### config.mk
export PLATFORM = sky130hd
export DESIGN_NAME = compare_match_output_unit
export DESIGN_NICKNAME = d
export VERILOG_FILES = /design/src/compare_match_pkg.sv /design/src/channel_link_if.sv /design/src/compare_channel.sv /design/src/compare_match_output_unit.sv
export SDC_FILE = /design/constraint.sdc
export NUM_CORES = 1
export LEC_CHECK = 0
export ABC_AREA = 0
export BUFFER_PORTS_ARGS = -buffer_cell sky130_fd_sc_hd__buf_4
export CORE_AREA = 2 2 143 145
export DETAILED_ROUTE_END_ITERATION = 12
export DIE_AREA = 0 0 145 147
export GPL_TIMING_DRIVEN = 1
export HOLD_SLACK_MARGIN = 0.03
export SYNTH_ARGS = -nofsm -noshare
export SYNTH_HDL_FRONTEND = slang
export SYNTH_SLANG_ARGS = --single-unit
### constraint.sdc
create_clock -name mclk -period 3.53 [get_ports mclk]
set_input_delay 0.1765 -clock mclk [delete_from_list [all_inputs] [get_ports mclk]]
set_output_delay 0.1765 -clock mclk [all_outputs]
set_load 0.1 [all_outputs]
### src/compare_match_pkg.sv
// constants, field layouts and mode codes for the compare match output unit
// Functional notes
// - compare holding value with selected timer
// - match drives pin high, low, toggle, latch
// - flag set on every compare match
// - software interrupt mode leaves pin alone
// - interrupt reaches processor only when enabled
// - zero control write clears output latch low
// - PWM output with ten bit duty
// - shared address: select bit picks register
// - unimplemented bits read as zero
// - toggle, init-low-set, init-high-clear codes
// - special event resets timer, starts conversion
// - all-zero mode disables and resets channel
// - holding value in low and high bytes
package compare_match_pkg;
   // ***************************************************************
   // register byte addresses
   // ***************************************************************
   localparam logic [7:0] ADDR_CH4_CONTROL    = 8'h00;
   localparam logic [7:0] ADDR_CH4_LOW        = 8'h04;
   localparam logic [7:0] ADDR_CH4_HIGH       = 8'h08;
   localparam logic [7:0] ADDR_CH5_CONTROL    = 8'h0C;
   localparam logic [7:0] ADDR_CH5_LOW        = 8'h10;
   localparam logic [7:0] ADDR_CH5_HIGH       = 8'h14;
   localparam logic [7:0] ADDR_TIMER_SELECT   = 8'h18;
   localparam logic [7:0] ADDR_FLAGS_3        = 8'h1C;
   localparam logic [7:0] ADDR_ENABLES_3      = 8'h20;
   localparam logic [7:0] ADDR_SHARED         = 8'h24;
   localparam logic [7:0] ADDR_SHARED_SELECT  = 8'h28;
   // ***************************************************************
   // field positions and reset values
   // ***************************************************************
   localparam int         CTRL_WIDTH          = 6;
   localparam int         DUTY_LSB            = 4;
   localparam int         FLAG_CH4_BIT        = 1;
   localparam int         FLAG_CH5_BIT        = 2;
   localparam int         OD_CH4_BIT          = 3;
   localparam int         OD_CH5_BIT          = 4;
   localparam int         SEL_LOW_BIT         = 3;
   localparam int         SEL_HIGH_BIT        = 6;
   localparam int         SHARED_SEL_BIT      = 4;
   localparam logic [7:0] RESET_BYTE          = 8'h00;
   // ***************************************************************
   // mode field codes
   // ***************************************************************
   localparam logic [3:0] MODE_OFF            = 4'h0;
   localparam logic [3:0] MODE_TOGGLE         = 4'h2;
   localparam logic [3:0] MODE_INIT_LOW_SET   = 4'h8;
   localparam logic [3:0] MODE_INIT_HIGH_CLR  = 4'h9;
   localparam logic [3:0] MODE_SOFT_IRQ       = 4'hA;
   localparam logic [3:0] MODE_SPECIAL        = 4'hB;
   localparam logic [1:0] MODE_PWM_TOP        = 2'h3;
endpackage

### src/channel_link_if.sv
// signals between the register side and one compare channel
interface channel_link_if;
   import compare_match_pkg::*;
   logic [3:0]  mode;          // channel mode field
   logic [1:0]  duty_low_bits; // two low duty bits
   logic [15:0] holding;       // channel holding value
   logic        ctrl_written;  // control register was just written
   logic [15:0] timer_count;   // selected compare timer
   logic [9:0]  pwm_count;     // selected pwm timer with low bits
   logic        period_match;  // pwm period end pulse
   logic        match;         // compare match pulse
   logic        special;       // special event pulse
   logic        drives_pin;    // channel owns the pin
   logic        level;         // output latch level
   logic [7:0]  duty_high;     // latched duty high byte
   modport unit (input mode, duty_low_bits, holding, ctrl_written, timer_count, pwm_count,
                 period_match, output match, special, drives_pin, level, duty_high);
   modport regs (output mode, duty_low_bits, holding, ctrl_written, timer_count, pwm_count,
                 period_match, input match, special, drives_pin, level, duty_high);
endinterface

### src/compare_channel.sv
// one compare and pwm channel: match detection and output latch
module compare_channel
   import compare_match_pkg::*;
(
   input  wire logic  mclk, // system clock
   input  wire logic  rst,  // synchronous reset
   channel_link_if.unit lnk // register side link
);
   logic       equal_prev;
   logic       equal_now;
   logic       compare_mode;
   logic       pwm_mode;
   logic       hit;
   logic [9:0] duty_latched;

   assign equal_now    = (lnk.holding == lnk.timer_count);
   assign compare_mode = (lnk.mode == MODE_TOGGLE) || (lnk.mode == MODE_INIT_LOW_SET)
                      || (lnk.mode == MODE_INIT_HIGH_CLR) || (lnk.mode == MODE_SOFT_IRQ)
                      || (lnk.mode == MODE_SPECIAL);
   assign pwm_mode     = (lnk.mode[3:2] == MODE_PWM_TOP);
   assign hit          = compare_mode && equal_now && !equal_prev;
   assign lnk.match    = hit;
   assign lnk.special  = hit && (lnk.mode == MODE_SPECIAL);
   // soft irq and special leave pin to port latch
   assign lnk.drives_pin = pwm_mode || (lnk.mode == MODE_TOGGLE)
                        || (lnk.mode == MODE_INIT_LOW_SET) || (lnk.mode == MODE_INIT_HIGH_CLR);
   assign lnk.duty_high  = duty_latched[9:2];

   // equality history, cleared while off and tracked in every other mode, so a change between active modes never fakes a match
   always_ff @(posedge mclk)
   begin
      if (rst || lnk.mode == MODE_OFF)
         equal_prev <= 1'b0;
      else
         equal_prev <= equal_now;
   end

   // output latch, separate from the port data latch
   always_ff @(posedge mclk)
   begin
      if (rst || lnk.mode == MODE_OFF)
         lnk.level <= 1'b0;
      else if (lnk.ctrl_written && lnk.mode == MODE_INIT_LOW_SET)
         lnk.level <= 1'b0;
      else if (lnk.ctrl_written && lnk.mode == MODE_INIT_HIGH_CLR)
         lnk.level <= 1'b1;
      else if (hit && lnk.mode == MODE_TOGGLE)
         lnk.level <= !lnk.level;
      else if (hit && lnk.mode == MODE_INIT_LOW_SET)
         lnk.level <= 1'b1;
      else if (hit && lnk.mode == MODE_INIT_HIGH_CLR)
         lnk.level <= 1'b0;
      // pwm set at period end unless duty is zero
      else if (pwm_mode && lnk.period_match)
         lnk.level <= ({lnk.holding[7:0], lnk.duty_low_bits} != 10'h000);
      else if (pwm_mode && lnk.pwm_count == duty_latched)
         lnk.level <= 1'b0;
   end

   // duty double buffer, loaded only at period end to avoid glitches
   always_ff @(posedge mclk)
   begin
      if (rst || lnk.mode == MODE_OFF)
         duty_latched <= 10'h000;
      else if (pwm_mode && lnk.period_match)
         duty_latched <= {lnk.holding[7:0], lnk.duty_low_bits};
   end
endmodule

### src/compare_match_output_unit.sv
// compare match output unit: register slave, timer selection and pin drive
//
// The implementer's own choices: the AHB-Lite register port and the register offsets.
module compare_match_output_unit
   import compare_match_pkg::*;
(
   input  wire logic        mclk,                 // system clock, 200 MHz
   input  wire logic        rst,                  // synchronous reset, active high
   input  wire logic        hsel,                 // slave select
   input  wire logic [31:0] haddr,                // byte address
   input  wire logic [1:0]  htrans,               // transfer type
   input  wire logic        hwrite,               // write when high
   input  wire logic [2:0]  hsize,                // transfer size, word only
   input  wire logic [31:0] hwdata,               // write data
   input  wire logic        hready,               // bus ready
   output      logic        hreadyout,            // slave ready
   output      logic [31:0] hrdata,               // read data
   output      logic        hresp,                // always okay
   input  wire logic [15:0] first_timer_count,    // first timer count
   input  wire logic [15:0] third_timer_count,    // third timer count
   input  wire logic [9:0]  pwm_timer2_count,     // second timer with low bits
   input  wire logic [9:0]  pwm_timer4_count,     // fourth timer with low bits
   input  wire logic        timer2_period_match,  // second timer period end
   input  wire logic        timer4_period_match,  // fourth timer period end
   input  wire logic [1:0]  port_latch,           // port data latch, ch4 bit 0
   input  wire logic [1:0]  port_g_direction,     // direction bits, 1 = input
   output      logic        channel4_pin_out,     // channel 4 pin level
   output      logic        channel4_pin_oe,      // channel 4 pin drive enable
   output      logic        channel5_pin_out,     // channel 5 pin level
   output      logic        channel5_pin_oe,      // channel 5 pin drive enable
   output      logic [1:0]  channel_irq_req,      // flag and enable per channel
   output      logic        first_timer_reset,    // special event reset pulse
   output      logic        third_timer_reset,    // special event reset pulse
   output      logic        adc_start,            // conversion start pulse
   output      logic        timer1_high_wr,       // legacy timer byte write pulse
   output      logic [7:0]  timer1_high_wdata     // legacy timer byte data
);
   import compare_match_pkg::*;

   // ********
   // register storage
   // ********
   logic [CTRL_WIDTH-1:0] channel_control_reg [2];
   logic [7:0]            holding_value_low   [2];
   logic [7:0]            holding_value_high  [2];
   logic [1:0]            ctrl_written;
   logic [7:0]            timer_select_control;
   logic [1:0]            channel_irq_flag;
   logic [1:0]            channel_irq_enable;
   logic [1:0]            open_drain_bits;
   logic                  shared_select;

   // ********
   // bus phase tracking
   // ********
   logic        addr_ok;
   logic        write_pend;
   logic        read_pend;
   logic [7:0]  data_addr;
   logic [31:0] next_rdata;
   logic        wr_ch4_ctrl;
   logic        wr_ch5_ctrl;

   // ********
   // channel links
   // ********
   logic        use_first_timer;
   logic [1:0]  chan_match;
   logic [1:0]  chan_special;
   logic [1:0]  chan_drives;
   logic [1:0]  chan_level;
   logic [7:0]  chan_duty_high [2];
   logic [1:0]  chan_pwm;

   channel_link_if link [2] ();

   // timer pairing: the first (and second) timer only when both select bits are clear
   assign use_first_timer = !timer_select_control[SEL_HIGH_BIT]
                         && !timer_select_control[SEL_LOW_BIT];

   genvar g;
   generate
      for (g = 0; g < 2; g++)
      begin : chan
         assign link[g].mode          = channel_control_reg[g][3:0];
         assign link[g].duty_low_bits = channel_control_reg[g][DUTY_LSB+1:DUTY_LSB];
         assign link[g].holding       = {holding_value_high[g], holding_value_low[g]};
         assign link[g].ctrl_written  = ctrl_written[g];
         assign link[g].timer_count   = use_first_timer ? first_timer_count
                                                        : third_timer_count;
         assign link[g].pwm_count     = use_first_timer ? pwm_timer2_count
                                                        : pwm_timer4_count;
         assign link[g].period_match  = use_first_timer ? timer2_period_match
                                                        : timer4_period_match;
         assign chan_match[g]         = link[g].match;
         assign chan_special[g]       = link[g].special;
         assign chan_drives[g]        = link[g].drives_pin;
         assign chan_level[g]         = link[g].level;
         assign chan_duty_high[g]     = link[g].duty_high;
         assign chan_pwm[g]           = (channel_control_reg[g][3:2] == MODE_PWM_TOP);

         compare_channel unit
         (
            .mclk (mclk),
            .rst  (rst),
            .lnk  (link[g])
         );
      end
   endgenerate

   // ********
   // bus slave
   // ********
   assign addr_ok   = hsel && htrans[1] && hready;
   // reads insert one wait state so a read right behind a write sees the new value
   assign hreadyout = !read_pend;
   assign hresp     = 1'b0;

   // data phase bookkeeping
   always_ff @(posedge mclk)
   begin
      if (rst)
      begin
         write_pend <= 1'b0;
         read_pend  <= 1'b0;
         data_addr  <= RESET_BYTE;
      end
      else
      begin
         read_pend  <= addr_ok && !hwrite;
         write_pend <= addr_ok && hwrite;
         if (addr_ok)
            data_addr <= haddr[7:0];
      end
   end

   assign wr_ch4_ctrl = write_pend && (data_addr == ADDR_CH4_CONTROL);
   assign wr_ch5_ctrl = write_pend && (data_addr == ADDR_CH5_CONTROL);

   // read multiplexer
   always_comb
   begin
      next_rdata = 32'h0000_0000;
      if (data_addr == ADDR_CH4_CONTROL)
         next_rdata[CTRL_WIDTH-1:0] = channel_control_reg[0];
      else if (data_addr == ADDR_CH4_LOW)
         next_rdata[7:0] = holding_value_low[0];
      else if (data_addr == ADDR_CH4_HIGH)
         next_rdata[7:0] = chan_pwm[0] ? chan_duty_high[0] : holding_value_high[0];
      else if (data_addr == ADDR_CH5_CONTROL)
         next_rdata[CTRL_WIDTH-1:0] = channel_control_reg[1];
      else if (data_addr == ADDR_CH5_LOW)
         next_rdata[7:0] = holding_value_low[1];
      else if (data_addr == ADDR_CH5_HIGH)
         next_rdata[7:0] = chan_pwm[1] ? chan_duty_high[1] : holding_value_high[1];
      else if (data_addr == ADDR_TIMER_SELECT)
         next_rdata[7:0] = timer_select_control;
      else if (data_addr == ADDR_FLAGS_3)
      begin
         next_rdata[FLAG_CH4_BIT] = channel_irq_flag[0];
         next_rdata[FLAG_CH5_BIT] = channel_irq_flag[1];
      end
      else if (data_addr == ADDR_ENABLES_3)
      begin
         next_rdata[FLAG_CH4_BIT] = channel_irq_enable[0];
         next_rdata[FLAG_CH5_BIT] = channel_irq_enable[1];
      end
      else if (data_addr == ADDR_SHARED && shared_select)
      begin
         next_rdata[OD_CH4_BIT] = open_drain_bits[0];
         next_rdata[OD_CH5_BIT] = open_drain_bits[1];
      end
      else if (data_addr == ADDR_SHARED)
         next_rdata[7:0] = first_timer_count[15:8];
      else if (data_addr == ADDR_SHARED_SELECT)
         next_rdata[SHARED_SEL_BIT] = shared_select;
   end

   // read data register, loaded in the wait state
   always_ff @(posedge mclk)
   begin
      if (rst)
         hrdata <= 32'h0000_0000;
      else if (read_pend)
         hrdata <= next_rdata;
   end

   // ********
   // channel registers
   // ********
   // control and holding bytes
   always_ff @(posedge mclk)
   begin
      if (rst)
      begin
         channel_control_reg[0] <= RESET_BYTE[CTRL_WIDTH-1:0];
         channel_control_reg[1] <= RESET_BYTE[CTRL_WIDTH-1:0];
         holding_value_low[0]   <= RESET_BYTE;
         holding_value_low[1]   <= RESET_BYTE;
         holding_value_high[0]  <= RESET_BYTE;
         holding_value_high[1]  <= RESET_BYTE;
      end
      else if (write_pend)
      begin
         // zero then new mode, each one write
         if (data_addr == ADDR_CH4_CONTROL)
            channel_control_reg[0] <= hwdata[CTRL_WIDTH-1:0];
         else if (data_addr == ADDR_CH5_CONTROL)
            channel_control_reg[1] <= hwdata[CTRL_WIDTH-1:0];
         // bytes written one at a time
         else if (data_addr == ADDR_CH4_LOW)
            holding_value_low[0] <= hwdata[7:0];
         else if (data_addr == ADDR_CH5_LOW)
            holding_value_low[1] <= hwdata[7:0];
         // high byte is read-only while the channel is in pwm
         else if (data_addr == ADDR_CH4_HIGH && !chan_pwm[0])
            holding_value_high[0] <= hwdata[7:0];
         else if (data_addr == ADDR_CH5_HIGH && !chan_pwm[1])
            holding_value_high[1] <= hwdata[7:0];
      end
   end

   // control write marker, set on the same edge the register takes the new mode
   always_ff @(posedge mclk)
   begin
      if (rst)
         ctrl_written <= 2'b00;
      else
         ctrl_written <= {wr_ch5_ctrl, wr_ch4_ctrl};
   end

   // timer select and shared address select
   always_ff @(posedge mclk)
   begin
      if (rst)
      begin
         timer_select_control <= RESET_BYTE;
         shared_select        <= 1'b0;
      end
      else if (write_pend && data_addr == ADDR_TIMER_SELECT)
         timer_select_control <= hwdata[7:0];
      else if (write_pend && data_addr == ADDR_SHARED_SELECT)
         shared_select <= hwdata[SHARED_SEL_BIT];
   end

   // open drain bits only with select set
   always_ff @(posedge mclk)
   begin
      if (rst)
         open_drain_bits <= 2'b00;
      else if (write_pend && data_addr == ADDR_SHARED && shared_select)
         open_drain_bits <= {hwdata[OD_CH5_BIT], hwdata[OD_CH4_BIT]};
   end

   // legacy timer byte write is forwarded to the timer, which owns the count
   always_ff @(posedge mclk)
   begin
      if (rst)
      begin
         timer1_high_wr    <= 1'b0;
         timer1_high_wdata <= RESET_BYTE;
      end
      else
      begin
         timer1_high_wr <= write_pend && data_addr == ADDR_SHARED && !shared_select;
         if (write_pend && data_addr == ADDR_SHARED && !shared_select)
            timer1_high_wdata <= hwdata[7:0];
      end
   end

   // ********
   // flags and enables
   // ********
   // flag set on every compare match
   always_ff @(posedge mclk)
   begin
      if (rst)
         channel_irq_flag <= 2'b00;
      else if (write_pend && data_addr == ADDR_FLAGS_3)
         // a match in the clearing cycle still sets its flag
         channel_irq_flag <= {hwdata[FLAG_CH5_BIT], hwdata[FLAG_CH4_BIT]} | chan_match;
      else
         channel_irq_flag <= channel_irq_flag | chan_match;
   end

   // enable bits
   always_ff @(posedge mclk)
   begin
      if (rst)
         channel_irq_enable <= 2'b00;
      else if (write_pend && data_addr == ADDR_ENABLES_3)
         channel_irq_enable <= {hwdata[FLAG_CH5_BIT], hwdata[FLAG_CH4_BIT]};
   end

   assign channel_irq_req = channel_irq_flag & channel_irq_enable;

   // ********
   // special event and pin drive
   // ********
   // reset selected timer, start conversion
   always_ff @(posedge mclk)
   begin
      if (rst)
      begin
         first_timer_reset <= 1'b0;
         third_timer_reset <= 1'b0;
         adc_start         <= 1'b0;
      end
      else
      begin
         first_timer_reset <= (|chan_special) && use_first_timer;
         third_timer_reset <= (|chan_special) && !use_first_timer;
         adc_start         <= |chan_special;
      end
   end

   // pin drivers; the output only drives when software made the pin an output
   always_ff @(posedge mclk)
   begin
      if (rst)
      begin
         channel4_pin_out <= 1'b0;
         channel4_pin_oe  <= 1'b0;
         channel5_pin_out <= 1'b0;
         channel5_pin_oe  <= 1'b0;
      end
      else
      begin
         channel4_pin_out <= open_drain_bits[0] ? 1'b0
                           : (chan_drives[0] ? chan_level[0] : port_latch[0]);
         channel4_pin_oe  <= !port_g_direction[0]
                           && !(open_drain_bits[0]
                                && (chan_drives[0] ? chan_level[0] : port_latch[0]));
         channel5_pin_out <= open_drain_bits[1] ? 1'b0
                           : (chan_drives[1] ? chan_level[1] : port_latch[1]);
         channel5_pin_oe  <= !port_g_direction[1]
                           && !(open_drain_bits[1]
                                && (chan_drives[1] ? chan_level[1] : port_latch[1]));
      end
   end

   // size is not checked: every access is treated as a whole word
   logic unused_size;
   assign unused_size = ^hsize;
endmodule

==> metrics.cfg <==
[sta]
report.final.slew_viol_count = 0
max_freq_mhz = 327
hold_violations = 0
rsz0062_at_grt = no
finalSetupViolCount = 0
clock_skew_ps = 10.1
setup_tns_ps = 0
period_share = 0.867
worst_pin_slew_ps = 918
min_period_ps = 3060
maxSlewHeadroom = 0.387

[worst_setup_path]
cp.buffers_inverters = 2
cp_common_cell = nor2_2
required_ps = 3840
critical-path-max-stage-delay_ps = 740
worst-r2r-cell-count = 7
setup.worst_path.end_class = flop
startpoint_type = flop
cp_cell_sequence = nor2_2 -> buf_4 -> mux2i_1 -> nor2_2 -> clkinv_1 -> o2111a_1 -> o311a_1
cp.arrival_ps = 3370
slowest_stage = nor2_2
reg2reg_slack_ps = 470
crit_fanout = 18
cp.depth = 7
crit_family = simple AND/OR/NAND/NOR gates
path_class = reg2reg
cp-endpoint = chan[0].unit.lnk.level$_SDFFE_PP0P_
crit_start = timer_select_control[3]$_SDFFE_PP0P_
reg2reg_to = chan[0].unit.lnk.level$_SDFFE_PP0P_
reg2reg_from = timer_select_control[3]$_SDFFE_PP0P_

[floorplan]
coreArea_um2 = 19800
dieHeight_um = 147
io_pins = 184
die_area_um2 = 21300
fp-row-count = 52
initial_core_util = 0.346
fp.dieW_um = 145

[layout]
largest_register_ffs = 20
instances_no_fill = 1192
seq_area_um2 = 2820
final_core_util = 0.429
n_antenna_cell = 0
drive_gt1_frac = 0.182
area_growth_pct = 24.2
final_common_cell = buf_4
multi_input_area_um2 = 3660
most-common-layout-cells = buf_4 (119), nand2_1 (85), dfxtp_1 (75)
nets = 1041
fillCellCount = 2025
regMostFlops = chan.unit.duty_latched
reg.largest.list = chan.unit.duty_latched x20, holding_value_high x16, holding_value_low x16

[yosys]
ys_seq_area_frac = 0.412
synth_area_leaders = dfxtp_1 (22%), edfxtp_1 (19%), mux2i_1 (5.5%)
synth_top_family_by_area = simple AND/OR/NAND/NOR gates
ys_seq_elements = 119
ys_async_sr_fraction = 0
syn_area_um2 = 6860
synth_mux_area_frac = 0.0637
ys_dominant_reg_cell = dfxtp_1
synthDistinctLibCells = 66
synth_adder_area_share = 0
synthSimpleGateAreaFrac = 0.234
synth_top_area_share = 0.219
syn_inst = 794
synth_edf_count = 44
yosysTopAreaCell = dfxtp_1
synth_xor_area_frac = 0.0536
synth_compound_area_frac = 0.167
syn_avg_cell_area_um2 = 8.64
yosys_warnings = 0

[clock_tree]
htreeDepth = 4
tritoncts = yes
postCtsSetupRepairBufs = 0
cts_buffer_depth = 2
clock_latency_ps = 430
cts_resized = 0
ctsHoldBuffers = 11
cts_sinks = 119
clockRootBuffer = clkbuf_16
path_clk_slew_ps = 60
numCtsBuffers = 17

[global_route]
grt_pass1_vias = 6155
grtUsageTotal = 0.228
grt_max_degree = 51
antenna_found_initial = 0
grt_pass1_wl_um = 36700
grt_overflow = 0

[drt]
wl_per_cell_um = 20.7
antenna_left = 0
drc = 0
finalWirelength_um = 24700
drtPass1Iterations = 5
vias = 6573
vias_per_cell = 5.51
first_iter_violations = 825

[pwr]
p_per_area_nw_per_um2 = 428
power_leakage_nw = 3.38
ir_worst_vdd_v = 0.000341

[placed_design]
portBuffers = 106
dp_cells = 1149
globalplace.congestion = 0.969
place_hpwl_um = 18500

[run_status]
status = completed

[flow_run]
max_cap_violations = 0

[worst_hold_path]
hp-class = in2reg

-- how the worst min path moves through the flow --
stage,endpoint,start,cells after the start
finish,timer1_high_wdata[7]$_SDFFE_PP0P_,hwdata[7],3
global route,timer1_high_wdata[7]$_SDFFE_PP0P_,hwdata[7],3
CTS,timer1_high_wdata[7]$_SDFFE_PP0P_,hwdata[7],3
detailed placement,channel4_pin_oe$_SDFF_PP0_,port_g_direction[0],2
global placement,channel4_pin_oe$_SDFF_PP0_,port_g_direction[0],2
floorplan,channel4_pin_oe$_SDFF_PP0_,port_g_direction[0],1
-- logic make-up after synthesis --
group,Yosys count
other,1
AOI/OAI and AO/OA,168
and+or+nand+nor,323
muxes,43
buffers and inverters,98
DFF,119
xor gates and xnor gates,42
-- worst register-to-register path, cell delays in order, from the launching register on --
cell	delay, ps
dfxtp_1	380
nor2_2	750
buf_4	350
mux2i_1	150
nor2_2	380
clkinv_1	400
o2111a_1	260
o311a_1	270
-- routing by layer --
layer / routed length [µm] / global-route usage / vias to the layer above
met3: 2180 / 0.0534 / 49
met2: 11200 / 0.368 / 356
li1: - / - / 3060
met1: 10600 / 0.302 / 3108
met5: 0 / 0 / -
met4: 695 / 0.0787 / 0
-- power breakdown --
group / internal, mW / switching, mW / total, mW / leakage (nW)
sequential: 1.45 / 0.0538 / 1.50 / 1.06
clock: 0.982 / 0.655 / 1.64 / 0.275
combinational: 0.157 / 0.344 / 0.501 / 2.05
-- Yosys cell counts, types with 7 or more instances --
library cell   n
clkbuf_1      24
nor4_1        10
a221oi_1      19
o21ai_0       20
mux2i_1       38
xnor2_1       20
nand4_1        7
nor2b_1       20
nor2_1        72
a22oi_1       11
dfxtp_1       75
inv_1         39
edfxtp_1      44
xor2_1        22
and2_1        25
buf_4         26
a21oi_1       61
nand2_1       85
nand2b_1      13
nor3_1        23
nand3_1       36
-- cell type report --
| cell class | instances | share of cell area |
|---|---|---|
| clock buffers | 20 | 0.0524 |
| clock inverters | 12 | 0.0118 |
| well taps | 270 | 0.0397 |
| flip-flops and latches | 119 | 0.331 |
| multi-input cells | 601 | 0.429 |
| inverters | 40 | 0.0176 |
| repair buffers | 130 | 0.118 |
-- stage by stage --
stage | total power, mW | instance area, µm² | hold WS (ps) | setup slack (ps)
finish | 3.64 | 8520 | 49.4 | 469
global route | 3.74 | 8520 | 51.4 | 292
CTS | 3.65 | 8520 | 40.6 | 467
detailed placement | 2.02 | 7860 | 341 | 488
global placement | 2.02 | 7860 | 339 | 465
floorplan | 1.85 | 6950 | 253 | 1130
Note: power is estimated with default switching activity, not from simulation.
